File: src/rtl/rps_pkg.sv
// Constants and types for the panel video-input and power-sequencing block.
// Assumes one 250 MHz system clock; every panel pin arrives asynchronously.
//
// Behaviour
// - Display starts on the 14th frame-sync falling edge after shutdown falls.
// - Starting edge is moved earlier by the two-bit blank-lines select.
// - Display turns off on the 6th frame-sync falling edge after shutdown rises.
// - A colour-depth change takes effect at the next frame-sync falling edge.
package rps_pkg;

    ////////////////////////////////////////////////////////////////////////////
    // System clock and pixel-clock watchdog
    localparam int         CLK_PERIOD_PS = 4000;
    localparam int         PIX_LOST_NS   = 1000;
    localparam int         LOST_W        = 9;
    // Longest time, rounds down
    localparam logic [8:0] PIX_LOST_CYC  = 9'((PIX_LOST_NS * 1000) / CLK_PERIOD_PS);

    ////////////////////////////////////////////////////////////////////////////
    // Frame-sync edge counts for power sequencing
    localparam logic [3:0] ON_EDGES  = 4'hE;
    localparam logic [3:0] OFF_EDGES = 4'h6;
    localparam logic [3:0] EDGE_ONE  = 4'h1;

    ////////////////////////////////////////////////////////////////////////////
    // Sync phase window, in pixel clocks counted after the frame-sync fall
    localparam int         PHASE_W   = 9;
    localparam logic [8:0] PHASE_MAX = 9'h0F0;
    localparam logic [8:0] PHASE_SAT = 9'h1FF;

    ////////////////////////////////////////////////////////////////////////////
    // Pixel assembly and buffering
    localparam int         PIX_W     = 24;
    localparam int         BYTE_W    = 8;
    localparam logic [1:0] SER_LAST  = 2'h2;
    localparam int         BUF_DEPTH = 2;

    // Power sequencing states
    typedef enum logic [1:0] {
        PWR_OFF,
        PWR_WAIT_ON,
        PWR_ON,
        PWR_WAIT_OFF
    } rps_pwr_type;

endpackage

File: src/rtl/rps_buf.sv
// Small FIFO between pixel assembly and the downstream pixel consumer.
// Assumes writer and reader share clk; words held in registers.
`timescale 1ns/1ns
`default_nettype none
module rps_buf
    import rps_pkg::*;
#(
    parameter int WIDTH = 25,
    parameter int DEPTH = BUF_DEPTH
) (
    input  wire logic             clk,
    input  wire logic             nrst,
    input  wire logic             inValid,
    output logic                  inReady,
    input  wire logic [WIDTH-1:0] inData,
    output logic                  outValid,
    input  wire logic             outReady,
    output logic      [WIDTH-1:0] outData
);

    localparam int PTR_W = (DEPTH > 1) ? $clog2(DEPTH) : 1;
    localparam int CNT_W = $clog2(DEPTH + 1);
    localparam logic [PTR_W-1:0] PTR_LAST = PTR_W'(DEPTH - 1);
    localparam logic [CNT_W-1:0] CNT_FULL = CNT_W'(DEPTH);

    logic [WIDTH-1:0] mem_r [DEPTH];
    logic [PTR_W-1:0] wrPtr_r;
    logic [PTR_W-1:0] rdPtr_r;
    logic [CNT_W-1:0] count_r;
    logic             doWrite;
    logic             doRead;

    ////////////////////////////////////////////////////////////////////////////
    // Handshakes
    assign inReady  = (count_r != CNT_FULL);
    assign outValid = (count_r != '0);
    assign doWrite  = inValid && inReady;
    assign doRead   = outValid && outReady;
    assign outData  = mem_r[rdPtr_r];

    // Storage
    always_ff @(posedge clk or negedge nrst) begin
        if (!nrst) begin
            for (int i = 0; i < DEPTH; i++) begin
                mem_r[i] <= '0;
            end
        end else if (doWrite) begin
            mem_r[wrPtr_r] <= inData;
        end
    end

    // Pointers and fill level
    always_ff @(posedge clk or negedge nrst) begin
        if (!nrst) begin
            wrPtr_r <= '0;
            rdPtr_r <= '0;
            count_r <= '0;
        end else begin
            if (doWrite) begin
                wrPtr_r <= (wrPtr_r == PTR_LAST) ? '0 : wrPtr_r + 1'b1;
            end
            if (doRead) begin
                rdPtr_r <= (rdPtr_r == PTR_LAST) ? '0 : rdPtr_r + 1'b1;
            end
            if (doWrite && !doRead) begin
                count_r <= count_r + 1'b1;
            end else if (doRead && !doWrite) begin
                count_r <= count_r - 1'b1;
            end
        end
    end
endmodule // rps_buf
`default_nettype wire

File: src/rtl/rps_seq.sv
// Panel video input: pin synchronisers, shutdown power sequencing,
// colour-mode switching, sync phase check and pixel assembly.
// Assumes all panel pins are asynchronous to clk; consumer may stall.
`timescale 1ns/1ns
`default_nettype none
module rps_seq
    import rps_pkg::*;
(
    input  wire logic             clk,
    input  wire logic             nrst,
    input  wire logic             pixelClock,
    input  wire logic             frameSyncN,
    input  wire logic             lineSyncN,
    input  wire logic             shutdownPin,
    input  wire logic             dataValid,
    input  wire logic             colorDepthSelect,
    input  wire logic             serialMode,
    input  wire logic [1:0]       blankLinesSelect,
    input  wire logic [PIX_W-1:0] pixelData,
    output logic                  outValid,
    input  wire logic             outReady,
    output logic      [PIX_W-1:0] outData,
    output logic                  outLowColor,
    output logic                  displayOn,
    output logic                  clockPresent,
    output logic                  syncPhaseErr,
    output logic                  pixelDropped
);

    localparam int SYNC_W = PIX_W + 9;

    logic [SYNC_W-1:0] rawPins;
    logic [SYNC_W-1:0] meta_r;
    logic [SYNC_W-1:0] sync_r;
    logic              pcIn, vsIn, hsIn, shutIn, dvIn, cmIn, serialIn;
    logic [1:0]        bltIn;
    logic [PIX_W-1:0]  dataIn;

    ////////////////////////////////////////////////////////////////////////////
    // Two-flop synchronisers, one per pin bit
    assign rawPins = {pixelClock, frameSyncN, lineSyncN, shutdownPin, dataValid,
                      colorDepthSelect, serialMode, blankLinesSelect, pixelData};

    for (genvar b = 0; b < SYNC_W; b++) begin : g_sync
        always_ff @(posedge clk or negedge nrst) begin
            if (!nrst) begin
                meta_r[b] <= 1'b0;
                sync_r[b] <= 1'b0;
            end else begin
                meta_r[b] <= rawPins[b];
                sync_r[b] <= meta_r[b];
            end
        end
    end

    assign {pcIn, vsIn, hsIn, shutIn, dvIn, cmIn, serialIn, bltIn, dataIn} = sync_r;

    ////////////////////////////////////////////////////////////////////////////
    // Pixel clock edge detect and sync edge detect on pixel ticks
    logic pcPrev_r;
    logic vsLast_r;
    logic hsLast_r;
    logic pixTick;
    logic vsFall;
    logic hsFall;

    assign pixTick = pcIn && !pcPrev_r;
    assign vsFall  = pixTick && vsLast_r && !vsIn;
    assign hsFall  = pixTick && hsLast_r && !hsIn;

    // Previous levels, sync lines idle high
    always_ff @(posedge clk or negedge nrst) begin
        if (!nrst) begin
            pcPrev_r <= 1'b0;
            vsLast_r <= 1'b1;
            hsLast_r <= 1'b1;
        end else begin
            pcPrev_r <= pcIn;
            if (pixTick) begin
                vsLast_r <= vsIn;
                hsLast_r <= hsIn;
            end
        end
    end

    ////////////////////////////////////////////////////////////////////////////
    // Pixel clock watchdog
    logic [LOST_W-1:0] lostCnt_r;
    logic              clockPresent_r;

    always_ff @(posedge clk or negedge nrst) begin
        if (!nrst) begin
            lostCnt_r      <= '0;
            clockPresent_r <= 1'b0;
        end else if (pixTick) begin
            lostCnt_r      <= '0;
            clockPresent_r <= 1'b1;
        end else if (lostCnt_r == PIX_LOST_CYC) begin
            clockPresent_r <= 1'b0;
        end else begin
            lostCnt_r <= lostCnt_r + 1'b1;
        end
    end

    assign clockPresent = clockPresent_r;

    ////////////////////////////////////////////////////////////////////////////
    // Power sequencing on frame-sync falling edges
    rps_pwr_type state_r;
    logic [3:0]  edgeCnt_r;
    logic [3:0]  startTarget;

    assign startTarget = ON_EDGES - {2'h0, bltIn};

    always_ff @(posedge clk or negedge nrst) begin
        if (!nrst) begin
            state_r   <= PWR_OFF;
            edgeCnt_r <= '0;
        end else if (!clockPresent_r) begin
            state_r   <= PWR_OFF;
            edgeCnt_r <= '0;
        end else begin
            case (state_r)
                PWR_OFF: begin
                    if (pixTick && !shutIn) begin
                        state_r   <= PWR_WAIT_ON;
                        edgeCnt_r <= '0;
                    end
                end
                PWR_WAIT_ON: begin
                    if (pixTick && shutIn) begin
                        state_r <= PWR_OFF;
                    end else if (vsFall) begin
                        if (edgeCnt_r + EDGE_ONE == startTarget) begin
                            state_r <= PWR_ON;
                        end else begin
                            edgeCnt_r <= edgeCnt_r + EDGE_ONE;
                        end
                    end
                end
                PWR_ON: begin
                    if (pixTick && shutIn) begin
                        state_r   <= PWR_WAIT_OFF;
                        edgeCnt_r <= '0;
                    end
                end
                default: begin
                    if (vsFall) begin
                        if (edgeCnt_r + EDGE_ONE == OFF_EDGES) begin
                            state_r <= PWR_OFF;
                        end else begin
                            edgeCnt_r <= edgeCnt_r + EDGE_ONE;
                        end
                    end
                end
            endcase
        end
    end

    // Display visible while on or counting down to off
    assign displayOn = (state_r == PWR_ON) || (state_r == PWR_WAIT_OFF);

    ////////////////////////////////////////////////////////////////////////////
    // Colour mode latched at frame boundary
    logic cmActive_r;

    always_ff @(posedge clk or negedge nrst) begin
        if (!nrst) begin
            cmActive_r <= 1'b0;
        end else if (vsFall) begin
            cmActive_r <= cmIn;
        end
    end

    ////////////////////////////////////////////////////////////////////////////
    // Sync phase check between frame-sync and line-sync falls
    logic [PHASE_W-1:0] phaseCnt_r;
    logic               phaseArmed_r;
    logic               syncPhaseErr_r;

    always_ff @(posedge clk or negedge nrst) begin
        if (!nrst) begin
            phaseCnt_r     <= '0;
            phaseArmed_r   <= 1'b0;
            syncPhaseErr_r <= 1'b0;
        end else if (vsFall) begin
            phaseCnt_r   <= '0;
            phaseArmed_r <= !hsFall;
            if (hsFall) begin
                syncPhaseErr_r <= 1'b1;
            end
        end else if (pixTick && phaseArmed_r) begin
            if (hsFall) begin
                phaseArmed_r   <= 1'b0;
                syncPhaseErr_r <= (phaseCnt_r >= PHASE_MAX);
            end else if (phaseCnt_r != PHASE_SAT) begin
                phaseCnt_r <= phaseCnt_r + 1'b1;
            end
        end
    end

    assign syncPhaseErr = syncPhaseErr_r;

    ////////////////////////////////////////////////////////////////////////////
    // Pixel assembly: parallel word per tick, or three serial bytes
    logic [1:0]       byteCnt_r;
    logic [PIX_W-1:0] asm_r;
    logic             pushValid_r;
    logic [PIX_W:0]   pushData_r;
    logic             bufReady;
    logic             takeByte;

    assign takeByte = pixTick && dvIn && displayOn;

    always_ff @(posedge clk or negedge nrst) begin
        if (!nrst) begin
            byteCnt_r   <= '0;
            asm_r       <= '0;
            pushValid_r <= 1'b0;
            pushData_r  <= '0;
        end else begin
            pushValid_r <= 1'b0;
            if (hsFall) begin
                byteCnt_r <= '0;
            end else if (takeByte && serialIn) begin
                asm_r <= {asm_r[PIX_W-BYTE_W-1:0], dataIn[BYTE_W-1:0]};
                if (byteCnt_r == SER_LAST) begin
                    byteCnt_r   <= '0;
                    pushValid_r <= 1'b1;
                    pushData_r  <= {cmActive_r, asm_r[PIX_W-BYTE_W-1:0],
                                    dataIn[BYTE_W-1:0]};
                end else begin
                    byteCnt_r <= byteCnt_r + 1'b1;
                end
            end else if (takeByte) begin
                pushValid_r <= 1'b1;
                pushData_r  <= {cmActive_r, dataIn};
            end
        end
    end

    // Overflow pulse when the buffer cannot take a word
    always_ff @(posedge clk or negedge nrst) begin
        if (!nrst) begin
            pixelDropped <= 1'b0;
        end else begin
            pixelDropped <= pushValid_r && !bufReady;
        end
    end

    rps_buf #(
        .WIDTH (PIX_W + 1),
        .DEPTH (BUF_DEPTH)
    ) u_buf (
        .clk      (clk),
        .nrst     (nrst),
        .inValid  (pushValid_r),
        .inReady  (bufReady),
        .inData   (pushData_r),
        .outValid (outValid),
        .outReady (outReady),
        .outData  ({outLowColor, outData})
    );
endmodule // rps_seq
`default_nettype wire

File: config.mk
export PLATFORM = sky130hd
export DESIGN_NAME = rps_seq
export DESIGN_NICKNAME = d
export VERILOG_FILES = /design/src/rtl/rps_pkg.sv /design/src/rtl/rps_buf.sv /design/src/rtl/rps_seq.sv
export SDC_FILE = /design/constraint.sdc
export NUM_CORES = 1
export LEC_CHECK = 0
export ABC_CLOCK_PERIOD_IN_PS = 2200
export BUFFER_PORTS_ARGS = -buffer_cell sky130_fd_sc_hd__buf_2
export CORE_ASPECT_RATIO = 2
export CORE_MARGIN = 8
export CORE_UTILIZATION = 52
export CTS_BUF_LIST = sky130_fd_sc_hd__clkbuf_2
export CTS_CLUSTER_SIZE = 16
export DETAILED_ROUTE_END_ITERATION = 6
export HOLD_SLACK_MARGIN = 0.05
export PLACE_DENSITY = 0.77
export SLEW_MARGIN = 30
export SYNTH_ARGS = -nofsm -noshare
export SYNTH_HDL_FRONTEND = slang
export SYNTH_HIERARCHICAL = 1
export SYNTH_SLANG_ARGS = --single-unit
export TNS_END_PERCENT = 5
File: constraint.sdc
create_clock -name clk -period 2.2 [get_ports clk]
set_input_delay 0.22 -clock clk [delete_from_list [all_inputs] [get_ports clk]]
set_output_delay 0.22 -clock clk [all_outputs]
set_load 0.005 [all_outputs]
### Yosys cells after proc, flatten, opt, wreduce, memory -nomap -nowiden

Index checks and enable logic that the tools add are counted.

* register bits after elaboration: 196
* bits in latches: 0
* bits in writable memories: 0
* ROM bits: 0
* input bits: 36
* output and inout bits: 30
* word-level logic and storage cells: 221
* memories: 0

* $add $sub $neg: 9
* $mul: 0
* div/mod/pow operators: 0
* magnitude comparators: 4
* equal/unequal tests: 23
* shift operators: 0
* muxes and demuxes: 53
* bitwise logic cells: 3
* reductions and logical operators: 42

Operators by type and width (number)
* two-way mux 25 bit: 7
* two-way mux 9 bit: 6
* bitwise mux 50 bit: 1
* two-way mux 4 bit: 8
* two-way mux 2 bit: 13
* demux 25 bit (select 1 bit): 1
* adder 9 x 1 -> 9 bit (second input constant): 2
* logical AND 1 bit: 17
* nonzero test 2 bit: 8
* two-way mux 1 bit: 15
* inequality test 3 bit (second input constant): 5
* one-hot mux 4 bit (3 select lines): 1
* inequality test 5 x 2 -> 1 bit (second input constant): 2
* equality test 9 x 8 -> 1 bit (second input constant): 1
* >= comparator 9 x 8 -> 1 bit (second input constant): 1
* inequality test 9 bit (second input constant): 1
* logical NOT 1 bit: 8
* inequality test 4 bit (second input constant): 2
* AND reduction 7 bit: 1
* equality test 2 bit (second input constant): 3
* inequality test 2 bit (second input constant): 3
* one-hot mux 2 bit (3 select lines): 1
* AND reduction 2 bit: 3
* AND reduction 3 bit: 2
* other kinds (18): 22

### Logic depth before layout (Yosys ltp)

Gate-level depths: netlist of the first run.

* depth after elaboration: 8
* gate-level depth with buffers: 9
* mapped depth without buffers: 9

### Cells and area by module

Netlist of the first run, hierarchy kept.

Modules (own cells, without submodules)
* rps_seq: instances 1, cells each 377, area each 5158.7 um^2, seq. area each 3555.9 um^2
* rps_buf: instances 1, cells each 151, area each 2575.0 um^2, seq. area each 1351.3 um^2

### Worst setup path after synthesis of the first run

Ideal clock, no wire load.

* path kind: register to register
* start point: reg phaseCnt_r[0]
* end point: reg phaseCnt_r[6]
* library setup time: 0.078 ns
* arrival: 2.037 ns
* data required time: 2.122 ns
* setup slack: 0.085 ns
* cell stages (with the launch flop): 9
* buffers on the path: 0
* clock period less this slack: 2.115 ns
* cells stage by stage: dfrtp_1 ha_1 nand3_1 nor2_1 ha_1 nor4b_2 nand2b_1 or3_1 a21oi_1

* longest elaborated chain between the ends: 5
* elaborated cells on any way between the ends: 8
* those cells by class: add/sub: 1; eq/ne: 1; mux: 4; reduce/logical: 2

Ends and longest elaborated chain
* start, declared: line rps_seq.sv:177 `logic [PHASE_W-1:0] phaseCnt_r;`
* start signal, assigned: line rps_seq.sv:197 `phaseCnt_r <= phaseCnt_r + 1'b1;`
* adder 9 x 1 -> 9 bit: line rps_seq.sv:197
* two-way mux 9 bit: line rps_seq.sv:196 `end else if (phaseCnt_r != PHASE_SAT) begin`
* two-way mux 9 bit: line rps_seq.sv:193 `if (hsFall) begin`
* two-way mux 9 bit: line rps_seq.sv:192 `end else if (pixTick && phaseArmed_r) begin`
* two-way mux 9 bit: line rps_seq.sv:186 `end else if (vsFall) begin`

Parallel ways exist; a longest one is shown, timed or not. The select of a mux whose other input is x is not followed.
A chain may end at the register's enable or synchronous reset.

### Worst setup path after layout of the first run

* start point: reg edgeCnt_r[0]
* end point: reg edgeCnt_r[3]

* longest elaborated chain between the ends: 6
* elaborated cells on any way between the ends: 13
* those cells by class: add/sub: 1; eq/ne: 4; mux: 7; reduce/logical: 1

Ends and longest elaborated chain
* start, declared: line rps_seq.sv:110 `logic [3:0] edgeCnt_r;`
* start signal, assigned: line rps_seq.sv:137 `edgeCnt_r <= edgeCnt_r + EDGE_ONE;`
* start signal, assigned: line rps_seq.sv:152 `edgeCnt_r <= edgeCnt_r + EDGE_ONE;`
* adder 4 x 1 -> 4 bit (*)
* two-way mux 4 bit: line rps_seq.sv:134 `if (edgeCnt_r + EDGE_ONE == startTarget) begin`
* two-way mux 4 bit: line rps_seq.sv:133 `end else if (vsFall) begin`
* two-way mux 4 bit: line rps_seq.sv:131 `if (pixTick && shutIn) begin`
* one-hot mux 4 bit (3 select lines): line rps_seq.sv:123 `case (state_r)`
* two-way mux 4 bit: line rps_seq.sv:119 `end else if (!clockPresent_r) begin`

Mark *: on every way between the ends. The rest lies on a longest branch, timed or not. The select of a mux whose other input is x is not followed.

==> results of run 1 <==
==> power by group <==
part | leakage (nW) | switching [mW] | internal, mW
sequential | 2.53 | 0.335 | 3.96
clock | 0.142 | 1.27 | 0.363
combinational | 2.00 | 0.590 | 0.728
total | 4.67 | 2.19 | 5.05
==> routing by layer <==
metal | vias up | share of wire [%] | GRT usage (%)
li1 | 2128 | - | -
met1 | 2237 | 44 | 18.3
met2 | 78 | 50 | 23.1
met3 | 15 | 3.9 | 3.33
met4 | 0 | 1.5 | 5.12
met5 | - | 0 | 0
==> worst max-delay path, delay by kind of cell (launching register included) <==
family / cells / cell delay [ns]
AND/OR/NAND/NOR: 3 / 0.81
AO/OA/AOI/OAI: 3 / 0.66
flip-flops: 1 / 0.50
buffers and inverters: 1 / 0.17
==> cell type report <==
type / count / area share, %
flip-flops and latches: 196 / 51.7
inverters: 8 / 0.316
multi-input cells: 301 / 29.0
repair buffers: 150 / 13.9
diodes: 1 / 0.0263
well taps: 195 / 2.57
clock inverters: 14 / 1.49
clock buffers: 18 / 0.948
==> timing repair <==
item                                   CTS  global route
gates resized for setup                  1            42
hold buffers                            46            20
pin swaps                                1             6
setup endpoints to repair               29            33
cloned                                   0             1
setup buffers                            1             0
endpoints found under the hold margin  230            20
==> sequential cells by signal, indices dropped and copies added (netlist names), 2 cells and up <==
| register | flops |
|---|---|
| phaseCnt_r | 9 |
| state_r | 2 |
| edgeCnt_r | 4 |
| u_buf/mem_r | 50 |
| dataIn | 24 |
| u_buf/count_r | 2 |
| meta_r | 33 |
| asm_r | 16 |
| bltIn | 2 |
| lostCnt_r | 9 |
| byteCnt_r | 2 |
| pushData_r | 25 |
==> through the flow <==
| stage | cells | area, um^2 | setup WS [ns] | hold slack, ns | power [mW] |
|---|---|---|---|---|---|
| finish | 883 | 9500 | 0.0284 | 0.132 | 7.24 |
| global route | 883 | 9500 | -0.0838 | 0.0525 | 7.65 |
| CTS | 861 | 9040 | -0.0261 | 0.0504 | 7.12 |
| detailed placement | 782 | 8330 | -0.00232 | 0.250 | 5.37 |
| global placement | 782 | 8330 | 0.132 | 0.250 | 5.29 |
| floorplan | 528 | 7730 | 0.0850 | -0.0756 | 4.96 |
==> cell families (layout without fill, tap and decap cells) <==
kind of cell             count (synthesis)  after routing
XOR/XNOR                                22             22
flip-flops                             196            196
multiplexers                           119            119
buffers and inverters                   31            190
AND/OR/NAND/NOR                        105            105
other                                    0              1
adder cells (fa/ha/maj)                  9              9
AO/OA/AOI/OAI                           46             46
==> synthesized netlist by cell type, drive strengths merged, types with 3 or more instances <==
cell / count / area [um^2]
and3: 4 / 30.0
o21ai: 7 / 38.8
xnor2: 10 / 87.6
inv: 8 / 30.0
nand2: 21 / 78.8
xor2: 12 / 105
nor3: 4 / 20.0
nand3: 6 / 30.0
or2: 3 / 18.8
or3: 3 / 18.8
ha: 9 / 113
nor2: 36 / 135
dfrtp: 194 / 4850
clkbuf: 7 / 27.5
mux2: 101 / 1290
a21oi: 27 / 135
nand4: 5 / 31.3
nor2b: 4 / 25.0
buf: 16 / 150
nand2b: 3 / 33.8
mux2i: 18 / 180
==> final timing paths <==
path / startpoint / end / cells after the start
min in group asynchronous: nrst / edgeCnt_r[0]$_DFFE_PN0P_ / 3
setup reg to reg: edgeCnt_r[0]$_DFFE_PN0P_ / edgeCnt_r[3]$_DFFE_PN0P_ / 7
setup / recovery: edgeCnt_r[0]$_DFFE_PN0P_ / edgeCnt_r[3]$_DFFE_PN0P_ / 7
max in group asynchronous: nrst / vsLast_r$_DFFE_PN1N_ / 4
hold / removal: colorDepthSelect / meta_r[27]$_DFF_PN0_ / 2
hold reg to reg: meta_r[4]$_DFF_PN0_ / dataIn[4]$_DFF_PN0_ / 0
==> layout by cell type, fill, tap and decap left out, types with 12 or more instances in the layout <==
cell type,netlist,final
mux2_2,61,45
mux2_4,40,56
buf_2,8,49
clkbuf_2,1,18
a21oi_1,27,26
buf_6,2,15
mux2i_1,18,18
dfrtp_1,194,192
nand2_1,21,21
nor2_1,36,35
buf_4,0,12
dlygate4sd3_1,0,66
==> results.json, run 1 <==
{
  "status": "finished, final reports clean",
  "die_area_um2": 19300,
  "final-seq-area_um2": 4910,
  "yosysWarningCount": 6,
  "cts_tree": "yes",
  "grt_antenna_before_repair": 1,
  "cp.required_ns": 2.88,
  "grt_max_degree": 67,
  "yosysUniqueCellTypes": 55,
  "vias_per_cell": 5.05,
  "synth_fp_nets": 573,
  "drt_first_iter_violations": 178,
  "async_flop_share_pct": 100,
  "ios": 66,
  "synth_edf_count": 0,
  "muxShareOfSynthArea_pct": 19.0,
  "ir_drop_uv": 703,
  "leakage_nw": 4.67,
  "slew_headroom_pct": 57.9,
  "worstPathMaxFanout": 7,
  "crit_slowest_cell": "or4_1",
  "fin_tns_setup_ns": 0,
  "critPathCaptureType": "flop",
  "synth-simple-area-share_pct": 7.36,
  "hpwl_um": 8780,
  "row_count": 63,
  "fill_cells": 1115,
  "routabilityCongestion": 0.787,
  "synth-adder-area-share_pct": 1.46,
  "rsz0062_at_grt": "yes",
  "fmax_mhz": 460,
  "cts_root_buf": "clkbuf_2",
  "core-area_um2": 14700,
  "synthXorXnorAreaFrac_pct": 2.49,
  "ys_seq_area_share_pct": 63.5,
  "htreeDepth": 4,
  "grt_overflow": 0,
  "insertion_delay_ns": 0.75,
  "multi_input_area_um2": 2760,
  "initial_core_util_pct": 52.7,
  "clk_pin_slew_ns": 0.26,
  "die_y_um": 188,
  "die_w_um": 102,
  "hold_viol_final": 0,
  "ys_seq_elements": 196,
  "grt_use_total_pct": 14.4,
  "grt_pass1_wl_um": 22000,
  "worst_pin_slew_ns": 0.627,
  "num_vias": 4458,
  "ant_nets": 0,
  "synth_compound_area_share_pct": 3.58,
  "ys.flop_type": "dfrtp_1",
  "cts_buffers": 17,
  "cp-start-kind": "flop",
  "synth_area_um2": 7730,
  "hold_class": "input pin to flop",
  "crit_chain": "buf_4 > and3b_1 > o21ai_2 > a2111oi_4 > o31a_1 > or4_1 > nand3_1",
  "period_needed_ns": 2.17,
  "fin_crit_sh_pct": 98.7,
  "worstPathArrival_ns": 2.85,
  "wire_per_inst_um": 15.0,
  "path_class": "flop to flop",
  "grt_pass1_vias": 4615,
  "powerDensity_nw_per_um2": 763,
  "area_growth_pct": 22.8,
  "synth_area_per_cell_um2": 14.6,
  "first_pass_iters": 6,
  "syn_inst": 528,
  "setup_viol": 0,
  "layout-drive-gt1-share_pct": 34.9,
  "cap_violations": 0,
  "io_buffers": 65,
  "cpPeakStageDelay_ns": 0.52,
  "final_util_pct": 64.8,
  "fin_nets": 719,
  "drt-total-wl_um": 13300,
  "clock_skew_ns": 0.0565,
  "clock-sinks": 196,
  "slew_viol_final": 0,
  "clockBufferDepth": 2,
  "synth_top_family_by_area": "multiplexers",
  "ff2ff_setup_slack_ns": 0.03,
  "drc": 0
}
No activity file was read; power rests on OpenSTA's default activity.
==> run 2: changes to the inputs <==
--- a/config.mk
+++ b/config.mk
@@ -13,8 +13,10 @@
 export CTS_BUF_LIST = sky130_fd_sc_hd__clkbuf_2
 export CTS_CLUSTER_SIZE = 16
 export DETAILED_ROUTE_END_ITERATION = 6
+export GPL_TIMING_DRIVEN = 0
 export HOLD_SLACK_MARGIN = 0.05
 export PLACE_DENSITY = 0.77
+export RECOVER_POWER = 50
 export SLEW_MARGIN = 30
 export SYNTH_ARGS = -nofsm -noshare
 export SYNTH_HDL_FRONTEND = slang
==> run 2 against run 1 <==
Compared with the run above: via count down 1.3%; global-route usage up 0.91 points; sequential power about the same; core utilization down 1.2 points; sequential share of layout area up 0.92 points; setup slack better by 0.0010 ns; cell count down 0.34%; register-to-register slack about the same; routed wire length up 3.2%; critical path type unchanged; largest cell class unchanged; largest power group unchanged.
==> results.json, run 2 (synthesis gave the netlist of run 1 again) <==
{
  "status": "finished, final reports clean",
  "r2r-end": "phaseCnt_r[6]$_DFFE_PN0P_",
  "busiest_layer": "met2",
  "powerDensity_nw_per_um2": 778,
  "regMostFlops": "u_buf/mem_r",
  "critPathCaptureType": "flop",
  "io_buffers": 65,
  "fill_cells": 1144,
  "cp.required_ns": 2.87,
  "initial_core_util_pct": 52.7,
  "fin_nets": 717,
  "crit_slowest_cell": "dfrtp_1",
  "clock_skew_ns": 0.0612,
  "met3_usage_pct": 3.03,
  "grt_pass1_vias": 4741,
  "clock-sinks": 196,
  "ff2ff_setup_slack_ns": 0.03,
  "drt_first_iter_violations": 190,
  "row_count": 63,
  "drt-total-wl_um": 13700,
  "path_class": "flop to flop",
  "area_growth_pct": 20.6,
  "grt_antenna_before_repair": 1,
  "first_pass_iters": 4,
  "wire_per_inst_um": 15.6,
  "drc": 0,
  "hpwl_um": 9270,
  "num_vias": 4402,
  "period_needed_ns": 2.17,
  "hold_viol_final": 0,
  "grt_use_total_pct": 15.3,
  "clk_pin_slew_ns": 0.27,
  "design_area_um2": 9330,
  "vias_per_cell": 5.00,
  "fin_crit_sh_pct": 98.7,
  "use_met2_pct": 24.1,
  "insertion_delay_ns": 0.74,
  "grt_max_degree": 75,
  "cpPeakStageDelay_ns": 0.49,
  "setup_viol": 0,
  "multi_input_area_um2": 2760,
  "worstHoldPathCells": 2,
  "cts_buffers": 17,
  "grt_overflow": 0,
  "slew_viol_final": 0,
  "cap_violations": 0,
  "worst_pin_slew_ns": 1.14,
  "ir_drop_uv": 685,
  "worstPathMaxFanout": 5,
  "reg2reg_depth": 8,
  "placed_cell_area_um2": 8370,
  "cp-start-kind": "flop",
  "layout_commonest_cell": "dfrtp_1",
  "cts_root_buf": "clkbuf_2",
  "hold_class": "input pin to flop",
  "die_y_um": 188,
  "rsz0062_at_grt": "yes",
  "final-seq-area_um2": 4910,
  "fin_tns_setup_ns": 0,
  "final_cell_mix": "dfrtp_1 (193), buf_2 (63), mux2_2 (53)",
  "layout-drive-gt1-share_pct": 36.1,
  "worstHoldStart": "blankLinesSelect[0]",
  "die_area_um2": 19300,
  "routabilityCongestion": 0.799,
  "crit_chain": "ha_2 > nand3_1 > nor2_1 > ha_1 > nor4b_4 > nand2b_1 > or3_1 > a21oi_2",
  "met1_usage_pct": 20.1,
  "worstPathArrival_ns": 2.84,
  "leakage_nw": 4.59,
  "die_w_um": 102,
  "fmax_mhz": 461,
  "htreeDepth": 4,
  "cts_tree": "yes",
  "r2r_start": "phaseCnt_r[0]$_DFFE_PN0P_",
  "ant_nets": 0,
  "grt_pass1_wl_um": 23300,
  "clockBufferDepth": 2,
  "largest_register_ff_count": 50,
  "holdPathEnd": "meta_r[24]$_DFF_PN0_",
  "reg_top3": "u_buf/mem_r x50, meta_r x33, pushData_r x25",
  "slew_headroom_pct": 23.8,
  "ios": 66,
  "core-area_um2": 14700
}
run 2: stage by stage:
| stage | utilization [%] | hold WS (ns) | cells | worst slack, ns | power, mW |
|---|---|---|---|---|---|
| after floorplan | - | -0.0756 | 528 | 0.0850 | 4.96 |
| after global placement | 56.6 | 0.328 | 788 | -2.09 | 5.27 |
| after detailed placement | 57.1 | 0.153 | 790 | -0.230 | 5.34 |
| after CTS | 62.6 | 0.0512 | 872 | -0.0441 | 7.15 |
| after global routing | 63.6 | 0.0503 | 880 | -0.0814 | 7.68 |
| final | 63.6 | 0.124 | 880 | 0.0293 | 7.26 |
run 2: cell type report:
cell class / count / area share (%)
Tap cell: 195 / 2.62
Timing Repair Buffer: 126 / 10.1
Antenna cell: 1 / 0.0268
Clock inverter: 14 / 1.50
Buffer: 22 / 2.27
Clock buffer: 17 / 0.912
Inverter: 8 / 0.322
Multi-Input combinational cell: 301 / 29.6
Sequential cell: 196 / 52.6
run 2: timing repair:
item                                    CTS  global route
buffers inserted                          2             5
endpoints found under the setup margin   33            41
hold buffers                             50             2
gates resized for setup                  13            29
endpoints found under the hold margin   160             2
pin swaps                                 2             5
run 2: layer usage:
| metal | up-vias | part of all wire [%] |
|---|---|---|
| met5 | - | 0 |
| li1 | 2117 | - |
| met3 | 17 | 3.6 |
| met4 | 0 | 1.6 |
| met1 | 2187 | 44 |
| met2 | 81 | 50 |
run 2: power breakdown:
group / internal, mW / switching (mW)
Sequential: 3.96 / 0.307
Clock: 0.355 / 1.27
Combinational: 0.728 / 0.639
Total: 5.04 / 2.22
run 2: critical path, delay by kind of cell (launching register included):
| family | cells | cell delay [ns] |
|---|---|---|
| and+or+nand+nor | 5 | 1.08 |
| adders and majority gates | 2 | 0.42 |
| AOI/OAI and AO/OA | 1 | 0.14 |
| DFF | 1 | 0.49 |
run 2: worst max path at each step:
stage / from / endpoint / slack [ns] / depth (start not counted)
global route: u_buf/rdPtr_r$_DFFE_PN0P_ / outData[22] / -0.08 / 4
CTS: u_buf/rdPtr_r$_DFFE_PN0P_ / outData[2] / -0.04 / 4
global placement: nrst / pushData_r[5]$_DFFE_PN0P_ / -2.09 / 1
floorplan: phaseCnt_r[0]$_DFFE_PN0P_ / phaseCnt_r[6]$_DFFE_PN0P_ / 0.08 / 8
finish: phaseCnt_r[0]$_DFFE_PN0P_ / phaseCnt_r[6]$_DFFE_PN0P_ / 0.03 / 8
detailed placement: phaseCnt_r[0]$_DFFE_PN0P_ / phaseCnt_r[5]$_DFFE_PN0P_ / -0.23 / 9
==> run 3: changes to the inputs <==
--- a/config.mk
+++ b/config.mk
@@ -8,7 +8,7 @@
 export ABC_CLOCK_PERIOD_IN_PS = 2200
 export BUFFER_PORTS_ARGS = -buffer_cell sky130_fd_sc_hd__buf_2
 export CORE_ASPECT_RATIO = 2
-export CORE_MARGIN = 8
+export CORE_MARGIN = 4
 export CORE_UTILIZATION = 52
 export CTS_BUF_LIST = sky130_fd_sc_hd__clkbuf_2
 export CTS_CLUSTER_SIZE = 16
==> run 3 against run 2 <==
Compared with the run above: the flow now finishes with violations (setup timing); routed wire length rose by 13%; sequential share of layout area decreased by 0.94 points; sequential power about the same; count of clock-buffer cells in the layout increased by 1; cell count grew 2.3%; design area up 1.9%; combinational power is essentially flat; critical endpoint is now edgeCnt_r[3]$_DFFE_PN0P_; largest cell class unchanged; highest routed layer unchanged.
==> results.json, run 3 (synthesis gave the netlist of run 1 again) <==
{
  "io_buffers": 65,
  "finalWorstSetupSlack_ns": -0.0124,
  "num_vias": 4658,
  "slew_viol_final": 0,
  "area_growth_pct": 22.9,
  "worst_pin_slew_ns": 1.24,
  "layout_commonest_cell": "dfrtp_1",
  "initial_core_util_pct": 53.3,
  "die_y_um": 180,
  "period_needed_ns": 2.21,
  "cap_violations": 0,
  "grt_max_degree": 99,
  "hold_viol_final": 0,
  "ios": 66,
  "violations": "setup timing",
  "die_area_um2": 17000,
  "multi_input_area_um2": 2750,
  "leakage_nw": 4.67,
  "fmax_mhz": 452,
  "layout-drive-gt1-share_pct": 36.4,
  "drc": 0,
  "cts_buffers": 17,
  "routabilityCongestion": 0.787,
  "core-area_um2": 14500,
  "hpwl_um": 10500,
  "p_seq_share_pct": 58.3,
  "clockBufferDepth": 2,
  "fin_tns_setup_ns": -0.0161,
  "fin_total_pwr_mw": 7.33,
  "hold_class": "input pin to flop",
  "first_pass_iters": 6,
  "grt_pass1_wl_um": 25500,
  "die_w_um": 94.2,
  "critPathCaptureType": "flop",
  "p_int_mw": 5.08,
  "slew_headroom_pct": 17.6,
  "reg_top3": "u_buf/mem_r x50, meta_r x33, pushData_r x25",
  "fill_cells": 1071,
  "htreeDepth": 4,
  "wire_per_inst_um": 17.2,
  "vias_per_cell": 5.18,
  "powerDensity_nw_per_um2": 772,
  "regMostFlops": "u_buf/mem_r",
  "grt_antenna_before_repair": 1,
  "grt_use_total_pct": 19.5,
  "largest_register_ff_count": 50,
  "worstPathArrival_ns": 2.96,
  "cp-start-kind": "flop",
  "pwr-share-comb_pct": 19.1,
  "fin_crit_sh_pct": 101,
  "sw_frac_of_total_pct": 30.8,
  "rsz0062_at_grt": "yes",
  "cp.required_ns": 2.95,
  "final_util_pct": 65.5,
  "row_count": 62,
  "clock-sinks": 196,
  "drt-total-wl_um": 15500,
  "final_cell_mix": "dfrtp_1 (192), dlygate4sd3_1 (66), buf_2 (61)",
  "ant_nets": 0,
  "p_sw_mw": 2.26,
  "cts_root_buf": "clkbuf_2",
  "setup_viol": 2,
  "power_frac_clock_pct": 22.6,
  "fin_nets": 739,
  "cts_tree": "yes",
  "worstPathMaxFanout": 6,
  "grt_pass1_vias": 5091,
  "final-seq-area_um2": 4910,
  "ir_drop_uv": 494,
  "grt_overflow": 0,
  "clk_pin_slew_ns": 0.31,
  "drt_first_iter_violations": 185,
  "path_class": "flop to flop",
  "clock_skew_ns": 0.0439,
  "status": "complete, but fails checks",
  "insertion_delay_ns": 0.77
}
## run 3: final cells by class
cell class / instances / share of cell area, %
diodes: 1 / 0.0263
plain buffers: 23 / 2.30
clock buffers: 18 / 0.948
clock inverters: 14 / 1.47
inverters: 8 / 0.316
multi-input cells: 301 / 28.9
flip-flops and latches: 196 / 51.7
well taps: 192 / 2.53
repair buffers: 147 / 11.8
## run 3: power by group through the flow
stage	clock [mW]	sequential, mW	combinational [mW]
after CTS	1.72	4.26	1.33
after detailed placement	0	4.33	1.05
final	1.66	4.27	1.40
after global placement	0	4.29	0.976
after floorplan	0	4.22	0.736
after global routing	1.88	4.33	1.54
## run 3: through the flow
| stage | area [um^2] | instances | worst slack [ns] | hold WS [ns] |
|---|---|---|---|---|
| floorplan | 7730 | 528 | 0.0850 | -0.0756 |
| global placement | 8300 | 785 | -1.91 | 0.328 |
| detailed placement | 8360 | 787 | -0.276 | 0.0183 |
| CTS | 9290 | 880 | -0.0433 | 0.0501 |
| global route | 9500 | 900 | -0.114 | 0.0460 |
| finish | 9500 | 900 | -0.0124 | 0.130 |
## run 3: critical path, cell delays in order (launching register included)
cell and delay (ns):
dfrtp_2 0.54, ha_4 0.20, xnor2_2 0.16, a21oi_2 0.16
a2111oi_4 0.08, o31a_1 0.32, buf_6 0.14, or4_1 0.49
nand3_1 0.08
## run 3: timing repair
action	CTS	global route
pin swaps	4	12
hold buffers	56	10
buffers inserted	5	9
hold endpoints to repair	232	10
endpoints found under the setup margin	53	47
resized for setup	21	25
## run 3: routing by layer
layer  vias up  track usage (%)  part of all wire, %
met1      2344             21.0                   35
met3        35             4.10                  3.0
met5         -                0                    0
met2       118             36.2                   59
li1       2161                -                    -
met4         0             7.18                  2.7
## run 3: worst paths after layout
check / cells after the start / slack, ns / end / from
hold / removal: 2 / 0.13 / meta_r[14]$_DFF_PN0_ / pixelData[14]
setup reg to reg: 8 / -0.01 / edgeCnt_r[3]$_DFFE_PN0P_ / edgeCnt_r[0]$_DFFE_PN0P_
hold reg to reg: 0 / 0.38 / dataIn[23]$_DFF_PN0_ / meta_r[23]$_DFF_PN0_
min in group asynchronous: 3 / 0.50 / phaseCnt_r[7]$_DFFE_PN0P_ / nrst
setup / recovery: 8 / -0.01 / edgeCnt_r[3]$_DFFE_PN0P_ / edgeCnt_r[0]$_DFFE_PN0P_
max in group asynchronous: 4 / 0.18 / meta_r[17]$_DFF_PN0_ / nrst
